==> src/design/lfs_pkg.sv <==
// Shared constants and types for the link frame supervisor
package lfs_pkg;

  // Link and unit counts
  localparam int NUM_LINKS = 4;
  localparam int NUM_UNITS = 4;
  localparam int UNIT_IDX_W = 2;
  localparam int CNT_W = 16;

  // Bit-level framing
  localparam logic [2:0] ONES_STUFF = 3'h5;
  localparam logic [2:0] ONES_FLAG = 3'h6;
  localparam logic [2:0] ONES_SAT = 3'h7;
  localparam logic [2:0] DLY_FULL = 3'h7;
  localparam int BITS_W = 12;
  localparam int BYTES_W = BITS_W - 3;
  localparam logic [BYTES_W-1:0] MIN_FRAME_BYTES = 9'h004;
  localparam logic [BYTES_W-1:0] MAX_FRAME_BYTES = 9'h104;

  // Frame check sequence, reflected 16-bit polynomial
  localparam logic [15:0] CRC_INIT = 16'hffff;
  localparam logic [15:0] CRC_POLY = 16'h8408;
  localparam logic [15:0] CRC_GOOD = 16'hf0b8;

  // Concentrator queue
  localparam int Q_DEPTH = 32;
  localparam int Q_BYTES_W = 14;
  localparam int MAX_QUEUE_MS = 120;
  localparam int UPLINK_KBPS = 64;
  localparam int Q_HIGH_PCT = 70;
  localparam logic [Q_BYTES_W-1:0] Q_LIMIT_BYTES =
    Q_BYTES_W'(MAX_QUEUE_MS * UPLINK_KBPS / 8);
  localparam logic [Q_BYTES_W-1:0] Q_HIGH_BYTES =
    Q_BYTES_W'(MAX_QUEUE_MS * UPLINK_KBPS / 8 * Q_HIGH_PCT / 100);

  typedef enum logic [0:0] {
    RX_HUNT,
    RX_FRAME
  } lfs_rx_state_e;

  // One serial link sample from the line interface
  typedef struct packed {
    logic strobe;
    logic data;
    logic lost;
  } lfs_rx_line_s;

  // One queued uplink message descriptor
  typedef struct packed {
    logic fault;
    logic [8:0] len;
    logic [7:0] handle;
  } lfs_msg_s;

  localparam int MSG_W = $bits(lfs_msg_s);

endpackage

==> src/design/lfs_fifo.sv <==
// Synchronous FIFO with valid/ready on both sides
`timescale 1ns/1ps
`default_nettype none
module lfs_fifo #(
  parameter int WIDTH = 8,
  parameter int DEPTH = 32
) (
  input wire logic mclk,
  input wire logic reset,
  input wire logic [WIDTH-1:0] in_data,
  input wire logic in_valid,
  output logic in_ready,
  output logic [WIDTH-1:0] out_data,
  output logic out_valid,
  input wire logic out_ready,
  output logic [$clog2(DEPTH+1)-1:0] level
);
  localparam int PW = $clog2(DEPTH);
  localparam int CW = $clog2(DEPTH+1);
  localparam logic [CW-1:0] FULL_CNT = CW'(DEPTH);
  localparam logic [PW-1:0] LAST_PTR = PW'(DEPTH - 1);

  logic [WIDTH-1:0] mem [DEPTH];
  logic [PW-1:0] wr_ptr_reg;
  logic [PW-1:0] rd_ptr_reg;
  logic [CW-1:0] cnt_reg;

  wire do_wr = in_valid & in_ready;
  wire do_rd = out_valid & out_ready;
  wire [PW-1:0] wr_ptr_next = (wr_ptr_reg == LAST_PTR) ? '0 : wr_ptr_reg + PW'(1);
  wire [PW-1:0] rd_ptr_next = (rd_ptr_reg == LAST_PTR) ? '0 : rd_ptr_reg + PW'(1);

  assign in_ready = cnt_reg != FULL_CNT;
  assign out_valid = cnt_reg != '0;
  assign out_data = mem[rd_ptr_reg];
  assign level = cnt_reg;

  always_ff @(posedge mclk) begin
    if (do_wr) begin
      mem[wr_ptr_reg] <= in_data;
    end
  end

  always_ff @(posedge mclk or posedge reset) begin
    if (reset) begin
      wr_ptr_reg <= '0;
      rd_ptr_reg <= '0;
      cnt_reg <= '0;
    end else begin
      if (do_wr) begin
        wr_ptr_reg <= wr_ptr_next;
      end
      if (do_rd) begin
        rd_ptr_reg <= rd_ptr_next;
      end
      cnt_reg <= cnt_reg + CW'(do_wr) - CW'(do_rd);
    end
  end
endmodule
`default_nettype wire

==> src/design/lfs_top.sv <==
// Link frame supervisor: receive frame classification and uplink queue watch
//
// Overview of operation
// - Each supervised link keeps its own aborted-frame and erroneous-frame counters.
// - A frame that ends in an abort sequence instead of a closing flag counts as aborted.
// - A frame whose 16-bit check sequence does not verify counts as erroneous.
// - A frame of fewer than four bytes counts as erroneous.
// - A frame longer than 260 bytes counts as erroneous.
// - A frame whose bit count between flags is not a multiple of eight counts as erroneous.
// - A frame that lost data for want of a buffer or a failed memory access counts as erroneous.
// - Both ends of each link use flag-delimited, bit-stuffed framing with a check sequence.
// - Uplink messages from several radio units merge into one queue toward the controller.
// - Once the queue time is exceeded, each insertion removes the oldest queued message unless that message is a fault report.
// - A fault is raised when queue occupancy passes seventy percent of its capacity.
// - A fault is raised whenever a message is discarded for queue overflow.
// - Messages that carry fault reports are never chosen for removal.
// - Queue time is the queued byte total over the uplink rate.
// - The queue time limit is 120 ms, which is 960 bytes at 64 kbit/s.
`timescale 1ns/1ps
`default_nettype none
module lfs_top
  import lfs_pkg::*;
(
  input wire logic mclk,
  input wire logic reset,
  input wire lfs_rx_line_s [NUM_LINKS-1:0] rx_line,
  output logic [NUM_LINKS-1:0] abort_pulse,
  output logic [NUM_LINKS-1:0] error_pulse,
  output logic [NUM_LINKS-1:0][CNT_W-1:0] abort_count,
  output logic [NUM_LINKS-1:0][CNT_W-1:0] error_count,
  output logic [NUM_LINKS-1:0] frame_ok_pulse,
  input wire lfs_msg_s [NUM_UNITS-1:0] unit_msg,
  input wire logic [NUM_UNITS-1:0] unit_valid,
  output logic [NUM_UNITS-1:0] unit_ready,
  output lfs_msg_s up_msg,
  output logic up_valid,
  input wire logic up_ready,
  output logic [Q_BYTES_W-1:0] queue_bytes,
  output logic queue_high,
  output logic queue_over_time,
  output logic queue_high_pulse,
  output logic queue_drop_pulse,
  output logic [CNT_W-1:0] queue_high_count,
  output logic [CNT_W-1:0] queue_drop_count
);

  // Receive supervision, one instance per link
  genvar g;
  generate
    for (g = 0; g < NUM_LINKS; g++) begin : g_link
      lfs_rx_state_e st_reg;
      lfs_rx_state_e st_next;
      logic [2:0] ones_reg;
      logic [6:0] dly_reg;
      logic [2:0] dly_cnt_reg;
      logic [15:0] crc_reg;
      logic [BITS_W-1:0] bits_reg;
      logic lost_reg;
      logic abort_pulse_reg;
      logic error_pulse_reg;
      logic ok_pulse_reg;
      logic [CNT_W-1:0] abort_cnt_reg;
      logic [CNT_W-1:0] error_cnt_reg;

      // Line symbol decode
      wire stb = rx_line[g].strobe;
      wire din = rx_line[g].data;
      wire in_frame = st_reg == RX_FRAME;
      wire is_abort = stb & din & (ones_reg == ONES_FLAG);
      wire is_flag = stb & ~din & (ones_reg == ONES_FLAG);
      wire is_stuff = stb & ~din & (ones_reg == ONES_STUFF);
      wire is_data = stb & ~is_abort & ~is_flag & ~is_stuff;
      // The last seven data bits may be the head of a flag, so commit through a delay
      wire commit = is_data & in_frame & (dly_cnt_reg == DLY_FULL);
      // Check sequence step on the oldest delayed bit
      wire crc_fb = crc_reg[0] ^ dly_reg[6];
      wire [15:0] crc_upd = {1'b0, crc_reg[15:1]} ^ (crc_fb ? CRC_POLY : 16'h0000);
      wire [BYTES_W-1:0] nbytes = bits_reg[BITS_W-1:3];
      wire has_body = bits_reg != '0;
      wire bits_sat = &bits_reg;
      wire [2:0] ones_inc = (ones_reg == ONES_SAT) ? ONES_SAT : ones_reg + 3'h1;
      wire frame_end = is_flag & in_frame & has_body;

      // Frame classification at the closing flag
      wire crc_bad = crc_reg != CRC_GOOD;
      wire too_short = nbytes < MIN_FRAME_BYTES;
      wire too_long = nbytes > MAX_FRAME_BYTES;
      wire not_aligned = bits_reg[2:0] != 3'h0;
      wire lost_now = lost_reg | rx_line[g].lost;
      wire frame_bad = crc_bad | too_short | too_long | not_aligned | lost_now;
      wire abort_hit = is_abort & in_frame & (has_body | dly_cnt_reg == DLY_FULL);

      // Hunt for a flag, fall back to hunting on abort
      always_comb begin
        st_next = st_reg;
        case (st_reg)
          RX_HUNT: begin
            if (is_flag) begin
              st_next = RX_FRAME;
            end
          end
          RX_FRAME: begin
            if (is_abort) begin
              st_next = RX_HUNT;
            end
          end
          default: begin
            st_next = RX_HUNT;
          end
        endcase
      end

      // Receiver state and run of consecutive ones
      always_ff @(posedge mclk or posedge reset) begin
        if (reset) begin
          st_reg <= RX_HUNT;
          ones_reg <= '0;
        end else begin
          st_reg <= st_next;
          if (stb) begin
            ones_reg <= din ? ones_inc : 3'h0;
          end
        end
      end

      // Delay line, check sequence and body length
      always_ff @(posedge mclk or posedge reset) begin
        if (reset) begin
          dly_reg <= '0;
          dly_cnt_reg <= '0;
          crc_reg <= CRC_INIT;
          bits_reg <= '0;
          lost_reg <= 1'b0;
        end else if (is_flag || is_abort) begin
          dly_reg <= '0;
          dly_cnt_reg <= '0;
          crc_reg <= CRC_INIT;
          bits_reg <= '0;
          lost_reg <= 1'b0;
        end else begin
          if (is_data) begin
            dly_reg <= {dly_reg[5:0], din};
            if (dly_cnt_reg != DLY_FULL) begin
              dly_cnt_reg <= dly_cnt_reg + 3'h1;
            end
          end
          if (commit) begin
            crc_reg <= crc_upd;
            if (!bits_sat) begin
              bits_reg <= bits_reg + BITS_W'(1);
            end
          end
          if (rx_line[g].lost && in_frame) begin
            lost_reg <= 1'b1;
          end
        end
      end

      // Per-link event pulses and counters
      always_ff @(posedge mclk or posedge reset) begin
        if (reset) begin
          abort_pulse_reg <= 1'b0;
          error_pulse_reg <= 1'b0;
          ok_pulse_reg <= 1'b0;
          abort_cnt_reg <= '0;
          error_cnt_reg <= '0;
        end else begin
          abort_pulse_reg <= abort_hit;
          error_pulse_reg <= frame_end & frame_bad;
          ok_pulse_reg <= frame_end & ~frame_bad;
          if (abort_hit) begin
            abort_cnt_reg <= abort_cnt_reg + CNT_W'(1);
          end
          if (frame_end && frame_bad) begin
            error_cnt_reg <= error_cnt_reg + CNT_W'(1);
          end
        end
      end

      // Per-link outputs
      assign abort_pulse[g] = abort_pulse_reg;
      assign error_pulse[g] = error_pulse_reg;
      assign frame_ok_pulse[g] = ok_pulse_reg;
      assign abort_count[g] = abort_cnt_reg;
      assign error_count[g] = error_cnt_reg;
    end
  endgenerate

  // Round-robin merge of unit messages into the queue
  logic [UNIT_IDX_W-1:0] rr_reg;
  logic [UNIT_IDX_W-1:0] grant_idx;
  logic grant_any;
  logic [UNIT_IDX_W-1:0] probe;

  // The unit at the pointer has first claim, then upward
  always_comb begin
    grant_idx = rr_reg;
    grant_any = 1'b0;
    probe = '0;
    for (int k = NUM_UNITS - 1; k >= 0; k--) begin
      probe = rr_reg + UNIT_IDX_W'(k);
      if (unit_valid[probe]) begin
        grant_idx = probe;
        grant_any = 1'b1;
      end
    end
  end

  // Queue head and handshake
  lfs_msg_s head;
  logic head_valid;
  logic fifo_in_ready;
  logic pop;

  // Only the granted unit sees ready
  wire push = grant_any & fifo_in_ready;
  wire lfs_msg_s push_msg = unit_msg[grant_idx];
  wire [UNIT_IDX_W-1:0] rr_next = grant_idx + UNIT_IDX_W'(1);

  assign unit_ready = push ? (NUM_UNITS'(1) << grant_idx) : '0;

  // Concentrator queue of message descriptors
  lfs_fifo #(
    .WIDTH(MSG_W),
    .DEPTH(Q_DEPTH)
  ) u_queue (
    .mclk(mclk),
    .reset(reset),
    .in_data(push_msg),
    .in_valid(grant_any),
    .in_ready(fifo_in_ready),
    .out_data(head),
    .out_valid(head_valid),
    .out_ready(pop),
    .level()
  );

  // Queue time watch, counted in bytes at the uplink rate
  logic [Q_BYTES_W-1:0] bytes_reg;
  logic high_reg;
  logic high_pulse_reg;
  logic drop_pulse_reg;
  logic [CNT_W-1:0] high_cnt_reg;
  logic [CNT_W-1:0] drop_cnt_reg;

  // A fault-report head shields the queue from discards
  wire over_time = bytes_reg > Q_LIMIT_BYTES;
  wire drop = push & over_time & head_valid & ~head.fault;
  wire [Q_BYTES_W-1:0] add_bytes = push ? Q_BYTES_W'(push_msg.len) : '0;
  wire [Q_BYTES_W-1:0] sub_bytes = pop ? Q_BYTES_W'(head.len) : '0;
  wire [Q_BYTES_W-1:0] bytes_next = bytes_reg + add_bytes - sub_bytes;
  wire high_next = bytes_next > Q_HIGH_BYTES;

  // A dropped head is hidden from the uplink
  assign up_valid = head_valid & ~drop;
  assign up_msg = head;
  assign pop = drop | (up_valid & up_ready);
  assign queue_bytes = bytes_reg;
  assign queue_high = high_reg;
  assign queue_over_time = over_time;
  assign queue_high_pulse = high_pulse_reg;
  assign queue_drop_pulse = drop_pulse_reg;
  assign queue_high_count = high_cnt_reg;
  assign queue_drop_count = drop_cnt_reg;

  // Arbiter pointer, byte total and threshold level
  always_ff @(posedge mclk or posedge reset) begin
    if (reset) begin
      rr_reg <= '0;
      bytes_reg <= '0;
      high_reg <= 1'b0;
    end else begin
      if (push) begin
        rr_reg <= rr_next;
      end
      bytes_reg <= bytes_next;
      high_reg <= high_next;
    end
  end

  // Threshold and overflow fault pulses and counters
  always_ff @(posedge mclk or posedge reset) begin
    if (reset) begin
      high_pulse_reg <= 1'b0;
      drop_pulse_reg <= 1'b0;
      high_cnt_reg <= '0;
      drop_cnt_reg <= '0;
    end else begin
      high_pulse_reg <= high_next & ~high_reg;
      drop_pulse_reg <= drop;
      if (high_next && !high_reg) begin
        high_cnt_reg <= high_cnt_reg + CNT_W'(1);
      end
      if (drop) begin
        drop_cnt_reg <= drop_cnt_reg + CNT_W'(1);
      end
    end
  end

endmodule
`default_nettype wire

==> config.mk <==
export PLATFORM = sky130hd
export DESIGN_NAME = lfs_top
export DESIGN_NICKNAME = d
export VERILOG_FILES = /design/src/design/lfs_pkg.sv /design/src/design/lfs_fifo.sv /design/src/design/lfs_top.sv
export SDC_FILE = /design/constraint.sdc
export NUM_CORES = 2
export LEC_CHECK = 0
export ABC_AREA = 1
export BUFFER_PORTS_ARGS = -buffer_cell sky130_fd_sc_hd__buf_2
export CORE_ASPECT_RATIO = 2
export CORE_MARGIN = 1
export CORE_UTILIZATION = 55
export CTS_BUF_LIST = sky130_fd_sc_hd__clkbuf_4 sky130_fd_sc_hd__clkbuf_8
export DETAILED_ROUTE_END_ITERATION = 8
export PLACE_DENSITY = 0.74
export SLEW_MARGIN = 25
export SYNTH_ARGS = -nofsm -noshare
export SYNTH_HDL_FRONTEND = slang
export SYNTH_SLANG_ARGS = --single-unit
==> constraint.sdc <==
create_clock -name mclk -period 26.7 [get_ports mclk]
set_input_delay 8.01 -clock mclk [delete_from_list [all_inputs] [get_ports mclk]]
set_output_delay 8.01 -clock mclk [all_outputs]
set_load 0.05 [all_outputs]
== After elaboration in Yosys (flattened, before gate mapping) ==
Memory sizes are Yosys's and may differ from the RTL's.
Cells that the tools add are included.
Cells by class
  order comparisons: 15
  reduce and logical (&&, ||, !) cells: 51
  $add $sub $neg: 32
  shifts and indexed selects: 1
  bitwise gates (word level): 132
  equal/unequal tests: 31
  mux-type cells: 97
Operators by type and width (number)
  two-way mux 16 bit: 12
  adder 16 x 1 -> 16 bit, second input constant: 10
  two-way mux 12 bit: 12
  AND 1 bit: 72
  != test 16 bit, second input constant: 4
  bitwise XOR 15 x 16 -> 16 bit: 4
  two-way mux 3 bit: 20
  two-way mux 7 bit: 8
  adder 12 x 1 -> 12 bit, second input constant: 4
  == test 3 bit, second input constant: 16
  AND reduction 12 bit: 4
  nonzero test 12 bit: 4
  binary-select mux 18 bit (select 2 bit): 1
  greater-than comparator 9 bit, second input constant: 4
  < comparator 9 x 3 -> 1 bit, second input constant: 4
  nonzero test 2 bit: 16
  greater-than comparator 14 x 10 -> 1 bit, second input constant: 2
  NOT 1 bit: 27
  two-way mux 1 bit: 26
  bitwise OR 1 bit: 25
  adder 3 x 1 -> 3 bit, second input constant: 8
  two-way mux 18 bit: 1
  two-way mux 9 bit: 2
  AND reduction 2 bit: 8
  other kinds (24): 65
Storage, ports and cells
  memories: 1
  flip-flop bits (word level): 379
  RAM bits: 576
  word-level logic and storage cells: 418
  bits of input ports: 91
Memories
  u_queue.mem: depth 32, width 18, read ports 1, clocked after memory_dff 0, wr ports 1, RTL line lfs_fifo.sv:23  | logic [WIDTH-1:0] mem [DEPTH];

== Longest topological paths before layout ==
  depth in word-level cells: 19
  mapped depth: 34
  mapped depth without buffers: 32

== Cells and area by module ==
A second synthesis with hierarchy kept.
Unflattened totals
  cell total of the unflattened synthesis: 5089
  area, all modules: 46367.0 sq um
Modules (own cells, without submodules)
  lfs_fifo: area each 26352.8 sq um, times used 1, cells each 2597
  lfs_top: area each 20014.2 sq um, times used 1, cells each 2492

== Least setup slack after synthesis ==
OpenSTA, ideal clock, no wires.
  path type: input port to output port
  from: in unit_valid[2]
  to: out unit_ready[3]
  stages on the path: 13
  slack: 8.828 ns
  buffers on the path: 2
  data arrival time: 9.862 ns
  required time: 18.690 ns
  path through: or2_2 nand3_1 nand2_1 inv_1 nand2_1 nand2_2 nand3b_2 nand2_4 buf_6 buf_6 ha_1 inv_1 nor2_1
Between the ends
  word-level cells in the longest chain between the ends: 8
  elaborated cells between the ends (all ways): 19
  classes of those cells: shift: 1; mux: 17; bitwise: 1
Ends and longest elaborated chain
  from (decl): RTL line lfs_top.sv:33  | input wire logic [NUM_UNITS-1:0] unit_valid,
  binary-select mux 1 bit (select 2 bit): RTL line lfs_top.sv:202  | if (unit_valid[probe]) begin
  two-way mux 1 bit (not written as such): RTL line lfs_top.sv:202
  two-way mux 2 bit / two-way mux 1 bit (equally long branches) (4 in a row): RTL line lfs_top.sv:202
  << shifter 1 x 2 -> 4 bit / AND 1 bit (equally long branches): RTL line lfs_top.sv:220, lfs_top.sv:216
  two-way mux 4 bit (*): RTL line lfs_top.sv:220  | assign unit_ready = push ? (NUM_UNITS'(1) << grant_idx) : '0;
  to (decl): RTL line lfs_top.sv:34  | output logic [NUM_UNITS-1:0] unit_ready,
Every way passes the cells marked *; elsewhere a longest branch is shown, timed or not. The select of a mux whose other input is x is not followed.

== Final worst setup path ==
  from: in unit_valid[2]
  to: out unit_ready[2]
The elaborated chain is that of the path after synthesis.

==> summary.txt <==
post-route clock period utilization -> 68.2%
post-synth top area share -> 39.5%
part of the power in registers -> 35.7%
most flop-heavy register -> u_queue.mem
worst-path cell chain -> buf_2, or2_2, nand3_1, nand2_1, inv_1, nand2_1, nand2_2, nand2_1, nand2_2, nand2_4, inv_6, ha_1, inv_1, nor2_1, buf_2
max reg flops -> 576
clk_lat worst skew -> 0.79 ns
clk sinks -> 955
wirelength, routed -> 112 mm
hold buffers post-CTS -> 0
RSZ-0062 raised after global routing -> false
Cell Rows -> 146
setup TNS -> 0 ns
nets@finish -> 4778
area share of and/or/nand/nor cells after synthesis -> 16.4%
gr ovfl total -> 0
CTS Buf Count -> 135
asr flop ratio synth -> 39.7%
WL/cell -> 19.5 um
register area share after synthesis -> 61.4%
Die H -> 401 um
Clk pwr share -> 17.5%
Area contributors post-synth -> edfxtp_1 40%, dfrtp_1 18%, nand2_1 5.4%
synthesized-area fraction occupied by adder cells -> 2.60%
Post-synth EDFFs -> 576
Fillers -> 6459
worst-path maximum fanout -> 40
Critical-path top delay cell -> inv_6
Layout Skew -> 0.0389 ns
TritonRoute pass-1 iters -> 6
1st-iter DRT viols -> 2381
CTS clk-pin slew, worst paths -> 0.06 ns
Synth area leader -> edfxtp_1
final setup violation count -> 0
Synth cell types -> 57
main combinational cell family by area after synthesis -> simple AND/OR/NAND/NOR gates
post-cts sizing count -> 0
total power -> 7020 uW
WS Path Type -> input port to output port
dpl hpwl -> 72.8 mm
Gate power share -> 46.8%
Tmin final -> 18.21 ns
Die Width -> 202 um
mux contribution to synthesized area -> 0%
Die Area -> 80800 um^2
Power Density -> 143 nW/um^2
Min-Delay Path Class -> flip-flop to flip-flop
Post-CTS Setup Inserts -> 0
Worst EP arrival -> 10.20 ns
synthesized flop and latch total -> 955
Setup crit end kind -> output port
dpl ws -> 8.49 ns
CTS tree -> built
cell count after synthesis -> 4284
# port buffers -> 303
vias in the first global route -> 32600
CP Data Required Time -> 18.69 ns
htree depth -> 4
antenna violations before repair -> 3
post-DR vias/cell -> 5.69
most common cell after layout, fill and taps aside -> nand2_1
Synth Area in XOR/XNOR -> 3.52%
Power Internal -> 3840 uW
total global routing track utilization -> 27.7%
syn nets -> 4460
FMAX -> 54.9 MHz
Setup WS post-layout -> 8.49 ns
final hold violation count -> 0
drt drc -> 0
Psw -> 3180 uW
most frequent CP cell -> nand2_1
DRT antenna net count -> 0
Max clock buf depth -> 3
pin count of the biggest net entering global routing -> 152
initial core utilization -> 55.5%
Slew headroom -> 33.6%
number of max-cap violations -> 0
via count -> 32700
Core Region -> 78900 um^2
maximum vdd drop -> 0.000240 V
share of cells above drive strength 1 -> 16.1%
Layout Area Growth over Synthesis -> 12.3%
most frequent cells in the layout -> 626 x nand2_1, 576 x edfxtp_1, 526 x nor2_1, 421 x o21ai_0, 397 x inv_1
CTS Root Cell -> clkbuf_8
status -> completed
ys flop type -> edfxtp_1
Ports -> 304
routability cong. -> 0.941
max-slew violations -> 0
first-pass GRT wire length -> 174 mm
Synth Area in Compound Gates -> 10.2%
crit path buf inv count -> 5
Syn Area/Cell -> 10.2 um^2
Top Family by Delay on Critical Path -> simple AND/OR/NAND/NOR gates
critical path startpoint category -> input port
sw frac -> 45.3%
max incr delay on CP -> 0.40 ns
Syn. warnings -> 0
leak pwr -> 0.0204 uW
worst-margin pin slew -> 0.996 ns
synthesized cell area -> 43800 um^2
[area by class of cell]
type	instances	area (um^2)	area share (%)
Sequential cell	955	26900	54.6
Multi-Input combinational cell	2716	14500	29.4
Clock buffer	180	2300	4.67
Timing Repair Buffer	370	2020	4.11
Inverter	424	1610	3.28
Tap cell	1036	1300	2.64
Clock inverter	64	602	1.22
Antenna cell	1	2.50	0.00509
[path summary, 6_finish.rpt]
check / slack (ns) / depth (start not counted) / from / end
max in group asynchronous: 17.86 / 3 / reset / g_link[1].bits_reg[11]
worst max register to register: 18.98 / 27 / u_queue.rd_ptr_reg[0] / queue_high_count[9]
worst min register to register: 0.47 / 1 / g_link[1].abort_cnt_reg[15] / g_link[1].abort_cnt_reg[15]
worst max-delay path: 8.49 / 15 / unit_valid[2] / unit_ready[2]
min in group asynchronous: 7.34 / 2 / reset / g_link[2].ok_pulse_reg
worst min-delay path: 0.47 / 1 / g_link[1].abort_cnt_reg[15] / g_link[1].abort_cnt_reg[15]
[stage by stage]
| stage | cell area, um^2 | util, % | hold WS [ns] | instances |
|---|---|---|---|---|
| finish | 49200 | 62.3 | 0.468 | 5746 |
| global route | 49200 | 62.3 | 0.489 | 5746 |
| CTS | 49200 | 62.3 | 0.470 | 5745 |
| detailed placement | 46300 | 58.6 | 0.459 | 5501 |
| global placement | 46200 | 58.6 | 0.457 | 5501 |
| floorplan | 43800 | - | 0.453 | 4284 |
[metal layers]
| layer | vias to the layer above | routed length [um] | GRT usage, % |
|---|---|---|---|
| met5 | - | 12 | 0 |
| met4 | 2 | 6320 | 17.0 |
| met3 | 320 | 6380 | 4.37 |
| met2 | 1181 | 58900 | 50.6 |
| met1 | 15800 | 40200 | 29.8 |
| li1 | 15400 | - | - |
[power groups by stage]
stage	Combinational, uW	Clock, uW	Sequential (uW)
2_1_floorplan	2190	0	2580
3_3_place_gp	3160	0	2530
3_5_place_dp	3250	0	2540
4_1_cts	3260	1260	2510
5_1_grt	3620	1310	2530
6_report	3290	1230	2500
[Yosys cell counts, types with 4 or more instances]
library cell / instances
nand3_2: 4
nand2_1: 635
dfstp_2: 64
buf_6: 10
o22ai_1: 99
dfrtp_1: 315
clkinv_1: 5
xnor2_1: 48
inv_2: 16
a21boi_0: 5
a21oi_1: 50
inv_1: 402
nor2_2: 4
and2_1: 9
nand3_1: 234
nor3_1: 93
nand3b_1: 6
o211ai_1: 22
nor4_1: 41
clkbuf_1: 90
ha_1: 75
or2_2: 5
nor2_1: 555
fa_1: 10
a22oi_1: 51
buf_2: 49
buf_1: 5
o221ai_1: 53
xor2_1: 128
edfxtp_1: 576
a31oi_1: 4
nand2_2: 14
buf_4: 35
o21ai_0: 421
o21ai_1: 46
o31ai_1: 4
nand4_1: 71
[worst register-to-register path, stage by stage (launching register included)]
cell,delay [ns]
dfrtp_4,0.68
inv_8,0.67
buf_4,0.74
buf_4,0.73
o21ai_0,0.18
o22ai_1,0.18
nand2_1,0.09
nand4_1,0.20
nand2_1,0.14
nand2_2,0.29
nand2_2,0.28
inv_1,0.31
nor2_1,0.11
fa_1,0.51
inv_1,0.06
fa_1,0.51
or2_2,0.31
nor2_1,0.15
nand3_1,0.11
nand2_1,0.07
nand2_1,0.05
nand2_1,0.08
nand2_1,0.05
nand2_1,0.08
nand3_2,0.40
nand2_2,0.48
nand2_1,0.10
nand2_1,0.08
[cells by family (layout without fill, tap and decap cells)]
kind of cell / after synthesis / count (layout)
simple gates: 1683 / 1683
flops: 955 / 955
other cells: 0 / 1
xor+xnor: 176 / 176
fa+ha+maj: 85 / 85
buf+inv: 613 / 1038
compound gates: 772 / 772
No activity file was read; power rests on OpenSTA's default activity.
